File: src/logic/timing_board_defs.svh
// Purpose: Constants for the dual timing controller board
// Assumes: 20 MHz system clock
// Notes: Offsets are byte offsets from the switch-selected base
`ifndef TIMING_BOARD_DEFS_SVH
`define TIMING_BOARD_DEFS_SVH
`define CLK_SYS_HZ 20000000
`define REF_CLK_HZ 1000000
`define FAST_CLK_HZ 5000000
`define REF_DIV_CYCLES (`CLK_SYS_HZ / `REF_CLK_HZ)
`define FAST_DIV_CYCLES (`CLK_SYS_HZ / `FAST_CLK_HZ)
`define OFS_TC_A_DATA 3'h0
`define OFS_TC_A_CMD 3'h1
`define OFS_TC_B_DATA 3'h2
`define OFS_TC_B_CMD 3'h3
`define OFS_IRQ_CTRL 3'h4
`define OFS_IRQ_STAT 3'h5
`define CMD_SEL_MODE 3'h0
`define CMD_SEL_LOAD 3'h1
`define CMD_SEL_HOLD 3'h2
`define CMD_SEL_SCALER 3'h3
`define CMD_ARM 3'h4
`define CMD_DISARM 3'h5
`define CMD_SAVE 3'h6
`define MODE_SRC_LSB 0
`define MODE_GATE_LSB 3
`define MODE_RELOAD_BIT 5
`define MODE_TOGGLE_BIT 6
`endif

File: src/logic/timing_board_pkg.sv
// Purpose: Types for the dual timing controller board
// Assumes: Constants live in timing_board_defs.svh
// Notes: None
package timing_board_pkg;
  typedef enum logic [2:0] {
    SRC_REF = 3'h0, SRC_REF_DIV10 = 3'h1, SRC_REF_DIV100 = 3'h2,
    SRC_REF_DIV1K = 3'h3, SRC_REF_DIV10K = 3'h4, SRC_PIN = 3'h5, SRC_FAST = 3'h6, SRC_GATE_PIN = 3'h7
  } src_sel_type;
  typedef enum logic [1:0] {
    GATE_NONE = 2'h0, GATE_HIGH = 2'h1, GATE_LOW = 2'h2, GATE_RISE = 2'h3
  } gate_mode_type;
  typedef struct packed {
    logic [7:0] addr;
    logic [7:0] wdata;
    logic wr;
    logic rd;
  } host_req_type;
  typedef struct packed {
    logic [15:0] cnt;
    logic [15:0] load;
    logic [15:0] hold;
    logic [7:0] mode;
    logic armed;
    logic started;
    logic out;
    logic src_d;
  } counter_type;
endpackage : timing_board_pkg

File: src/logic/timing_controller.sv
// Purpose: One timing controller with five 16-bit counters and a scaler output
// Assumes: Timebase strobes come from the board, one clk_sys cycle wide
// Notes: Data port is byte-wide, low byte before high byte
`timescale 1ns/1ps
`default_nettype none
`include "timing_board_defs.svh"
module timing_controller #(
  parameter int N_CNT = 5
) (
  // Clock and reset
  input wire logic clk_sys,
  input wire logic rst,
  // Host byte port
  input wire logic data_wr,
  input wire logic data_rd,
  input wire logic cmd_wr,
  input wire logic [7:0] wdata,
  output logic [7:0] rdata,
  // Timebases
  input wire logic [4:0] tb_tick,
  input wire logic fast_tick,
  // Counter pins
  input wire logic [N_CNT-1:0] source_in,
  input wire logic [N_CNT-1:0] gate_in,
  output logic [N_CNT-1:0] count_out,
  output logic frequency_scaler_output
);
  typedef struct packed {
    timing_board_pkg::counter_type [N_CNT-1:0] c;
    logic [2:0] sel_reg;
    logic [2:0] sel_cnt;
    logic hi_byte;
    logic [7:0] lo_latch;
    logic [7:0] rd_r;
    logic [3:0] scale_div;
    logic [3:0] scale_cnt;
    logic scale_on;
    logic scale_out;
    logic [N_CNT-1:0] gate_d;
  } state_type;
  state_type s_r, s_nxt;
  // Source pick: timebase strobes or pin edge as configured
  function automatic logic src_edge(input logic [2:0] sel, input logic [4:0] tb, input logic fast,
                                    input logic pin, input logic pin_d, input logic gpin, input logic gpin_d);
    case (timing_board_pkg::src_sel_type'(sel))
      timing_board_pkg::SRC_REF: src_edge = tb[0];
      timing_board_pkg::SRC_REF_DIV10: src_edge = tb[1];
      timing_board_pkg::SRC_REF_DIV100: src_edge = tb[2];
      timing_board_pkg::SRC_REF_DIV1K: src_edge = tb[3];
      timing_board_pkg::SRC_REF_DIV10K: src_edge = tb[4];
      timing_board_pkg::SRC_PIN: src_edge = pin & ~pin_d;
      timing_board_pkg::SRC_FAST: src_edge = fast;
      default: src_edge = gpin & ~gpin_d;
    endcase
  endfunction : src_edge
  always_comb begin
    logic [15:0] word;
    logic en;
    logic edge_hit;
    timing_board_pkg::gate_mode_type gm;
    word = '0;
    en = 1'b0;
    edge_hit = 1'b0;
    gm = timing_board_pkg::GATE_NONE;
    s_nxt = s_r;
    s_nxt.gate_d = gate_in;
    for (int i = 0; i < N_CNT; i++) begin
      s_nxt.c[i].src_d = source_in[i];
      edge_hit = src_edge(s_r.c[i].mode[`MODE_SRC_LSB +: 3], tb_tick, fast_tick, source_in[i],
                          s_r.c[i].src_d, gate_in[i], s_r.gate_d[i]);
      gm = timing_board_pkg::gate_mode_type'(s_r.c[i].mode[`MODE_GATE_LSB +: 2]);
      // Gate is sampled as-is, not aligned to the timebase, so it may land one tick late
      case (gm)
        timing_board_pkg::GATE_HIGH: en = gate_in[i];
        timing_board_pkg::GATE_LOW: en = ~gate_in[i];
        timing_board_pkg::GATE_RISE: en = s_r.c[i].started;
        default: en = 1'b1;
      endcase
      if (gm == timing_board_pkg::GATE_RISE && gate_in[i] && !s_r.gate_d[i] && s_r.c[i].armed)
        s_nxt.c[i].started = 1'b1;
      if (s_r.c[i].armed && en && edge_hit) begin
        if (s_r.c[i].cnt == 16'h0001) begin
          s_nxt.c[i].cnt = s_r.c[i].mode[`MODE_RELOAD_BIT] ? s_r.c[i].load : 16'h0000;
          s_nxt.c[i].armed = s_r.c[i].mode[`MODE_RELOAD_BIT];
          s_nxt.c[i].out = s_r.c[i].mode[`MODE_TOGGLE_BIT] ? ~s_r.c[i].out : 1'b1;
        end else begin
          s_nxt.c[i].cnt = s_r.c[i].cnt - 16'h0001;
          if (!s_r.c[i].mode[`MODE_TOGGLE_BIT])
            s_nxt.c[i].out = 1'b0;
        end
      end
    end
    // Frequency scaler, independent of the counters
    if (s_r.scale_on && tb_tick[0]) begin
      if (s_r.scale_cnt == 4'h0) begin
        s_nxt.scale_cnt = s_r.scale_div;
        s_nxt.scale_out = ~s_r.scale_out;
      end else begin
        s_nxt.scale_cnt = s_r.scale_cnt - 4'h1;
      end
    end
    // Command byte: bits 7:5 opcode, bits 4:0 counter mask for arm/disarm/save, bits 2:0 counter index otherwise
    if (cmd_wr) begin
      s_nxt.hi_byte = 1'b0;
      case (wdata[7:5])
        `CMD_ARM: begin
          for (int i = 0; i < N_CNT; i++)
            if (wdata[i]) begin
              s_nxt.c[i].armed = 1'b1;
              s_nxt.c[i].started = 1'b0;
              s_nxt.c[i].cnt = s_r.c[i].load;
            end
        end
        `CMD_DISARM: begin
          for (int i = 0; i < N_CNT; i++)
            if (wdata[i])
              s_nxt.c[i].armed = 1'b0;
        end
        `CMD_SAVE: begin
          for (int i = 0; i < N_CNT; i++)
            if (wdata[i])
              s_nxt.c[i].hold = s_r.c[i].cnt;
        end
        default: begin
          s_nxt.sel_reg = wdata[7:5];
          s_nxt.sel_cnt = wdata[2:0];
        end
      endcase
    end
    // Byte-wide 16-bit access, low byte first
    if (data_wr || data_rd) begin
      s_nxt.hi_byte = ~s_r.hi_byte;
      if (data_wr && !s_r.hi_byte)
        s_nxt.lo_latch = wdata;
      if (data_wr && s_r.hi_byte) begin
        word = {wdata, s_r.lo_latch};
        for (int i = 0; i < N_CNT; i++)
          if (s_r.sel_cnt == 3'(i)) begin
            case (s_r.sel_reg)
              `CMD_SEL_MODE: s_nxt.c[i].mode = word[7:0];
              `CMD_SEL_LOAD: s_nxt.c[i].load = word;
              `CMD_SEL_HOLD: s_nxt.c[i].hold = word;
              default: ;
            endcase
          end
        if (s_r.sel_reg == `CMD_SEL_SCALER) begin
          s_nxt.scale_div = word[3:0];
          s_nxt.scale_on = word[4];
        end
      end
      if (data_rd) begin
        word = 16'h0000;
        for (int i = 0; i < N_CNT; i++)
          if (s_r.sel_cnt == 3'(i))
            word = (s_r.sel_reg == `CMD_SEL_LOAD) ? s_r.c[i].load :
                   (s_r.sel_reg == `CMD_SEL_MODE) ? {8'h00, s_r.c[i].mode} : s_r.c[i].hold;
        s_nxt.rd_r = s_r.hi_byte ? word[15:8] : word[7:0];
      end
    end
  end
  always_ff @(posedge clk_sys or posedge rst) begin
    if (rst) begin
      s_r <= '0;
    end else begin
      s_r <= s_nxt;
    end
  end
  assign rdata = s_r.rd_r;
  assign frequency_scaler_output = s_r.scale_out;
  for (genvar g = 0; g < N_CNT; g++) begin : g_out
    assign count_out[g] = s_r.c[g].out;
  end
endmodule : timing_controller
`default_nettype wire

File: src/logic/dual_timing_controller_board.sv
// Purpose: Dual timing controller board behind a byte-wide host I/O port
// Assumes: Host strobes synchronous to clk_sys, one cycle each
// Notes: Read data appears one cycle after the read strobe
`timescale 1ns/1ps
`default_nettype none
`include "timing_board_defs.svh"
module dual_timing_controller_board #(
  parameter int N_IRQ_LINES = 8
) (
  // Clock and reset
  input wire logic clk_sys,
  input wire logic rst,
  // Host I/O channel
  input wire timing_board_pkg::host_req_type host_req,
  input wire logic [7:0] base_addr_switch,
  output logic [7:0] host_rdata,
  output logic host_rdata_oe,
  // Counter pins, board numbering 1..10 at bits 0..9
  input wire logic [9:0] source_in,
  input wire logic [9:0] gate_in,
  output logic [9:0] count_out,
  output logic [1:0] frequency_scaler_output,
  // Interrupts
  input wire logic external_interrupt_one,
  input wire logic external_interrupt_two,
  input wire logic [2:0] irq_level_jumper,
  input wire logic [1:0] counter_irq_jumper,
  output logic [N_IRQ_LINES-1:0] host_irq
);
  typedef struct packed {
    logic [4:0] ref_cnt;
    logic [2:0] fast_cnt;
    logic [3:0][3:0] dec_cnt;
    logic [4:0] tb_tick;
    logic fast_tick;
    logic [1:0] irq_en;
    logic [1:0] irq_pol;
    logic [1:0] irq_flag;
    logic [1:0] irq_d;
    logic [2:0] rd_sel;
    logic rd_oe;
  } state_type;
  state_type s_r, s_nxt;
  logic match;
  logic [2:0] ofs;
  logic [1:0] irq_pins;
  logic [7:0] rdata_a, rdata_b;
  function automatic logic is_hit(input logic [7:0] a, input logic [7:0] base);
    is_hit = (a[7:3] == base[7:3]);
  endfunction : is_hit
  assign match = is_hit(host_req.addr, base_addr_switch) && (host_req.wr || host_req.rd);
  assign ofs = host_req.addr[2:0];
  assign irq_pins[0] = external_interrupt_one | (counter_irq_jumper[0] & count_out[1]);
  assign irq_pins[1] = external_interrupt_two | (counter_irq_jumper[1] & count_out[6]);
  always_comb begin
    logic [1:0] hit;
    hit = '0;
    s_nxt = s_r;
    s_nxt.tb_tick = '0;
    s_nxt.fast_tick = 1'b0;
    // 1 MHz reference strobe and four decades below it
    if (s_r.ref_cnt == 5'(`REF_DIV_CYCLES - 1)) begin
      s_nxt.ref_cnt = '0;
      s_nxt.tb_tick[0] = 1'b1;
      for (int k = 0; k < 4; k++) begin
        if (k == 0 || s_nxt.tb_tick[k]) begin
          if (s_r.dec_cnt[k] == 4'h9) begin
            s_nxt.dec_cnt[k] = 4'h0;
            s_nxt.tb_tick[k+1] = 1'b1;
          end else begin
            s_nxt.dec_cnt[k] = s_r.dec_cnt[k] + 4'h1;
          end
        end
      end
    end else begin
      s_nxt.ref_cnt = s_r.ref_cnt + 5'h01;
    end
    if (s_r.fast_cnt == 3'(`FAST_DIV_CYCLES - 1)) begin
      s_nxt.fast_cnt = '0;
      s_nxt.fast_tick = 1'b1;
    end else begin
      s_nxt.fast_cnt = s_r.fast_cnt + 3'h1;
    end
    // Edge detect with per-input polarity
    s_nxt.irq_d = irq_pins;
    for (int k = 0; k < 2; k++) begin
      hit[k] = s_r.irq_pol[k] ? (irq_pins[k] & ~s_r.irq_d[k]) : (~irq_pins[k] & s_r.irq_d[k]);
    end
    // Control byte: bits 1:0 enable, 3:2 polarity, 5:4 clear, 7:6 disable
    if (match && host_req.wr && ofs == `OFS_IRQ_CTRL) begin
      s_nxt.irq_pol = host_req.wdata[3:2];
      s_nxt.irq_en = (s_r.irq_en | host_req.wdata[1:0]) & ~host_req.wdata[7:6];
      s_nxt.irq_flag = s_r.irq_flag & ~host_req.wdata[5:4];
    end
    // Set beats clear in the same cycle
    s_nxt.irq_flag = s_nxt.irq_flag | (hit & s_nxt.irq_en);
    s_nxt.rd_oe = match && host_req.rd;
    s_nxt.rd_sel = ofs;
  end
  always_ff @(posedge clk_sys or posedge rst) begin
    if (rst) begin
      s_r <= '0;
    end else begin
      s_r <= s_nxt;
    end
  end
  // Controller A holds board counters 1-5, B holds 6-10
  timing_controller #(.N_CNT(5)) u_tc_a (
    .clk_sys(clk_sys),
    .rst(rst),
    .data_wr(match && host_req.wr && ofs == `OFS_TC_A_DATA),
    .data_rd(match && host_req.rd && ofs == `OFS_TC_A_DATA),
    .cmd_wr(match && host_req.wr && ofs == `OFS_TC_A_CMD),
    .wdata(host_req.wdata),
    .rdata(rdata_a),
    .tb_tick(s_r.tb_tick),
    .fast_tick(s_r.fast_tick),
    .source_in(source_in[4:0]),
    .gate_in(gate_in[4:0]),
    .count_out(count_out[4:0]),
    .frequency_scaler_output(frequency_scaler_output[0])
  );
  timing_controller #(.N_CNT(5)) u_tc_b (
    .clk_sys(clk_sys),
    .rst(rst),
    .data_wr(match && host_req.wr && ofs == `OFS_TC_B_DATA),
    .data_rd(match && host_req.rd && ofs == `OFS_TC_B_DATA),
    .cmd_wr(match && host_req.wr && ofs == `OFS_TC_B_CMD),
    .wdata(host_req.wdata),
    .rdata(rdata_b),
    .tb_tick(s_r.tb_tick),
    .fast_tick(s_r.fast_tick),
    .source_in(source_in[9:5]),
    .gate_in(gate_in[9:5]),
    .count_out(count_out[9:5]),
    .frequency_scaler_output(frequency_scaler_output[1])
  );
  always_comb begin
    case (s_r.rd_sel)
      `OFS_TC_A_DATA: host_rdata = rdata_a;
      `OFS_TC_B_DATA: host_rdata = rdata_b;
      `OFS_IRQ_CTRL: host_rdata = {4'h0, s_r.irq_pol, s_r.irq_en};
      `OFS_IRQ_STAT: host_rdata = {4'h0, irq_pins, s_r.irq_flag};
      default: host_rdata = 8'h00;
    endcase
  end
  assign host_rdata_oe = s_r.rd_oe;
  // Single request routed to the jumpered line
  for (genvar g = 0; g < N_IRQ_LINES; g++) begin : g_irq
    assign host_irq[g] = (irq_level_jumper == 3'(g)) && (|s_r.irq_flag);
  end
endmodule : dual_timing_controller_board
`default_nettype wire

File: config.mk
export PLATFORM = sky130hd
export DESIGN_NAME = dual_timing_controller_board
export DESIGN_NICKNAME = d
export VERILOG_FILES = /design/src/logic/timing_board_pkg.sv /design/src/logic/timing_controller.sv /design/src/logic/dual_timing_controller_board.sv
export VERILOG_INCLUDE_DIRS = /design/src /design/src/logic
export SDC_FILE = /design/constraint.sdc
export NUM_CORES = 2
export LEC_CHECK = 0
export ABC_CLOCK_PERIOD_IN_PS = 18350
export BUFFER_PORTS_ARGS = -buffer_cell sky130_fd_sc_hd__buf_2
export CORE_MARGIN = 2
export CORE_UTILIZATION = 30
export CTS_CLUSTER_SIZE = 28
export DETAILED_ROUTE_END_ITERATION = 12
export HOLD_SLACK_MARGIN = 0.15
export PLACE_DENSITY_LB_ADDON = 0.25
export SYNTH_ARGS = -nofsm -noshare
export SYNTH_HDL_FRONTEND = slang
export SYNTH_SLANG_ARGS = --single-unit
File: constraint.sdc
create_clock -name clk_sys -period 18.35 [get_ports clk_sys]
set_clock_uncertainty 0.2 [all_clocks]
set_input_delay 0 -clock clk_sys [delete_from_list [all_inputs] [get_ports clk_sys]]
set_output_delay 0 -clock clk_sys [all_outputs]
set_load 0.02 [all_outputs]
Word level (Yosys, flattened, before mapping)
Cells that the tools add are included.
- flip-flop bits (word level): 718
- latch bits: 0
- RAM bits: 0
- bits in read-only memories: 0
- output and inout bits: 29
- logic and storage cells: 857
- memories kept: 0
- add/sub/neg operators: 18
- $mul: 0
- divide/modulo/power cells: 0
- order comparisons: 0
- equal/unequal tests: 148
- shift-type cells: 0
- mux-type cells: 338
- bitwise operators: 84
- reductions and logical operators: 155
- operators with widths (cell ; count):
    2-to-1 mux 16 bit ; 130
    2-to-1 mux 24 bit ; 30
    equality test 16 x 1 -> 1 bit, second input constant ; 10
    subtractor 16 x 1 -> 16 bit, second input constant ; 10
    2-to-1 mux 8 bit ; 16
    equality test 3 bit, second input constant ; 42
    equality test 3 x 2 -> 1 bit, second input constant ; 34
    2-to-1 mux 1 bit ; 95
    AND reduction 4 bit ; 20
    logical AND 1 bit ; 74
    one-hot mux 1 bit (7 select lines) ; 10
    logical NOT 3 bit ; 17
    inverter 1 bit ; 49
    equality test 3 x 1 -> 1 bit, second input constant ; 16
    2-to-1 mux 21 bit ; 2
    AND reduction 2 bit ; 21
    equality test 2 bit, second input constant ; 20
    2-to-1 mux 2 bit ; 20
    2-to-1 mux 4 bit ; 10
    one-hot mux 8 bit (4 select lines) ; 1
    one-hot mux 1 bit (3 select lines) ; 10
    bitwise AND 1 bit ; 26
    equality test 2 x 1 -> 1 bit, second input constant ; 10
    inequality test 2 bit, second input constant ; 10
    other kinds (22) ; 60

Longest topological paths before layout
- depth after elaboration: 11
- mapped depth: 10
- depth with buffers taken out: 8

By module
A second synthesis with hierarchy kept.
- cells, all modules: 3861
- area total of the unflattened synthesis: 38460.6 um^2
- modules (own cells, without submodules) (module ; instances ; cells each ; area an instance (um^2) ; seq. area each (um^2)):
    timing_controller (u_tc_a) ; 1 ; 1826 ; 18177.4 ; 8458.1
    timing_controller (u_tc_b) ; 1 ; 1817 ; 18048.6 ; 8458.1
    dual_timing_controller_board ; 1 ; 218 ; 2234.6 ; 1051.0

Worst setup path after synthesis
No wires, ideal clock.
- path type: register -> register
- start: register s_r[37] in the netlist's numbering
- end: register s_r[33] in the netlist's numbering
- arrival: 2.403 ns
- required time: 18.029 ns
- slack: 15.626 ns
- cell stages (with the launch flop): 9
- buffers on the path: 1
- path through: dfrtp_1 ha_1 nor4bb_1 buf_2 nand4_1 or4_1 nor3_2 nand3_1 a22o_1
- cells in the longest elaborated chain, start to end: 2
- RTL lines (element ; RTL line ; text):
    from (decl) ; dual_timing_controller_board.sv:43 ; state_type s_r, s_nxt;
    from (signal assigned) ; dual_timing_controller_board.sv:104 ; s_r <= s_nxt;
    equality test 5 bit ; dual_timing_controller_board.sv:62 ; if (s_r.ref_cnt == 5'(`REF_DIV_CYCLES - 1)) begin
    AND reduction 2 bit (no line) ; - ;
Every way passes these cells.
A chain may end at the register's enable or synchronous reset.

==> results.toml <==
[timing]
slew_headroom_pct = 18.8
worst_slew_pin_slew_ns = 1.22
setup_tns_ns = 0
fin_crit_sh_pct = 23.6
hold_viol = 0
setup_viol = 0
min_period_ns = 4.33
rsz0062_at_grt = "false"
maxSlewViolCount = 0
fmax_mhz = 231

[flow_run]
max_cap_violations = 0

[route]
wl_um = 136000
drc = 0
antenna_left = 0
vias_per_cell = 5.51
first_iter_violations = 2855
vias = 30400
routedWlPerCell_um = 24.6
firstDrtPassIters = 5

[worst_setup_path]
worst_ep_required_time_ns = 18.80
critical_path.endpoint_type = "asynchronous set/reset pin"
crit_fanout = 150
critical_path_class = "input pin to asynchronous set/reset pin"
critPathArrivalTime_ns = 4.77
cp-start-kind = "input pin"

[clocking]
cts_resized = 0
cts.clk_slew.worst_paths_ns = 0.06
hold_buffers = 76
cts_buffers = 81
cts-root-buf = "clkbuf_16"
max-clock-path-buffers = 3
clk_latency_ns = 0.67
postCtsSetupBuffers = 0
clock_sinks = 718
htree_levels = 3
cts_tree = "yes"

[synth]
synth_top_family_by_area = "multiplexers"
yosys.area_share.adder_pct = 0.788
synth-edff-count = 0
yosys.area.top_type = "dfrtp_1"
synth_seq_area_share_pct = 47.1
ys_dominant_reg_cell = "dfrtp_1"
synth_nets = 3809
synth.top_cell.area_share_pct = 47.1
synth_cells = 3730
synth_cell_types = 88
muxShareOfSynthArea_pct = 17.7
synth_seq_cells = 718
synthXorXnorAreaFrac_pct = 2.16
synth_compound_area_share_pct = 13.8
post_synth_and_or_nand_nor_area_fraction_pct = 15.0
avgSynthCellArea_sq_um = 10.2
ys_warn_count = 0
async_flop_share_pct = 100
syn_area_sq_um = 38100
yosys-top-cells-area = "dfrtp_1 (47%), mux2_2 (8.7%), mux2i_1 (7.2%)"

[cells_and_area]
final_common_cell = "dfrtp_1"
instances_no_fill = 5517
syn2layout_area_growth_pct = 14.5
finalNetCount = 3880
drive_above_1_share_pct = 17.6
final_cell_mix = "dfrtp_1 (716), nor2_1 (353), mux2_2 (295), a21oi_1 (295), mux2i_1 (276)"
nFillCells = 12900

[floorplanning]
rows = 130
dieArea_sq_um = 130000
die_w_um = 360
die_y_um = 360
ioPinCount = 84
coreArea_sq_um = 126000
start_util_pct = 30.3

[run_status]
outcome = "completed"

[power_and_ir_drop]
leakage_nw = 20.2
power.density_nw_per_um2 = 80.5
vdd_ir_drop_max_mv = 0.0562

[grt]
gr-total-overflow = 0
antenna_found_initial = 11
grt_pass1_wl_um = 203000
grt_usage_pct = 20.7
grt_max_degree = 151
grt_pass1_vias = 29500

[min_path]
hold_path.class = "input pin to flop"

[place]
place_congestion = 0.907
dpl.hpwl_um = 90600
placement.io_buffers = 80
dp.cells = 5292
critical path, cell delays in order:
cell	delay, ns
dlygate4sd3_1	0.53
buf_2	0.11
dlygate4sd3_1	0.58
clkinvlp_4	0.31
buf_4	0.72
buf_4	0.68
buf_12	0.65
buf_4	0.86
metal layers:
metal  share of wire, %  global-route usage (%)  vias up
met5              0.029                       0        -
met4                3.3                    7.57        6
met3                7.2                    4.05      210
met2                 42                    29.8     1027
met1                 47                    30.4    15400
li1                   -                       -    13700
cell usage after synthesis, types with 29 or more instances:
cell      number
nor2_1       355
xor2_1        41
mux2i_1      276
o22ai_1       30
nand3_1       90
xnor2_1       53
dfrtp_1      718
a21oi_1      295
clkbuf_1     189
nor3_1        72
o21ai_0      219
mux2_2       295
nand2_1      274
inv_1         70
nor4_1        55
nand4_1       39
mux4_2        29
nor2b_1       45
state kept, by name, summed over array words and instances (netlist names):
signal,count
host_rdata_oe,1
s_r,41
u_tc_a.count_out,5
u_tc_a.frequency_scaler_output,1
u_tc_a.rdata,8
u_tc_a.s_r,324
u_tc_b.count_out,5
u_tc_b.frequency_scaler_output,1
u_tc_b.rdata,8
u_tc_b.s_r,324
metrics by stage:
step	hold slack, ns	setup slack (ns)	utilization, %	instance area, sq um	total power, mW
floorplan	-0.169	8.32	-	38100	1.78
global placement	-0.165	14.28	32.0	40200	1.87
detailed placement	-0.163	14.31	32.0	40200	1.87
CTS	0.171	13.90	34.7	43600	3.55
global route	0.228	13.45	34.7	43600	3.64
finish	0.200	14.02	34.7	43700	3.51
cell type report:
class,count,area (sq um),area share [%]
multi-input combinational,2694,18900,43.3
inverter,71,270,0.619
clock buffer,123,2420,5.54
sequential,718,18000,41.2
timing repair buffer,235,1780,4.08
clock inverter,23,231,0.530
tap,1650,2060,4.73
antenna,3,7.51,0.0172
power by group:
| part | switching, mW | internal, mW |
|---|---|---|
| combinational | 0.163 | 0.0666 |
| clock | 0.686 | 0.965 |
| sequential | 0.0356 | 1.60 |
logic make-up (layout without fill, tap and decap cells):
group / count (synthesis) / in the layout
AND/OR/NAND/NOR: 1136 / 1136
AO/OA/AOI/OAI: 840 / 840
flip-flops: 718 / 718
multiplexers: 600 / 600
buffers and inverters: 318 / 452
XOR/XNOR: 94 / 94
adder cells (fa/ha/maj): 24 / 24
other: 0 / 3
path summary, 6_finish.rpt:
path / cells after the start / start / to / slack (ns)
setup / recovery: 8 / rst / u_tc_b.s_r[244]$_DFF_PP0_ / 14.02
hold / removal: 5 / gate_in[9] / u_tc_b.s_r[280]$_DFF_PP0_ / 0.20
setup reg to reg: 7 / s_r[13]$_DFF_PP0_ / u_tc_b.s_r[334]$_DFF_PP0_ / 14.56
hold reg to reg: 1 / s_r[34]$_DFF_PP0_ / s_r[34]$_DFF_PP0_ / 0.25
max in group clk_sys: 13 / base_addr_switch[5] / u_tc_b.s_r[58]$_DFF_PP0_ / 14.11
min in group asynchronous: 4 / rst / u_tc_a.s_r[221]$_DFF_PP0_ / 0.27
No activity file was read; power rests on OpenSTA's default activity.
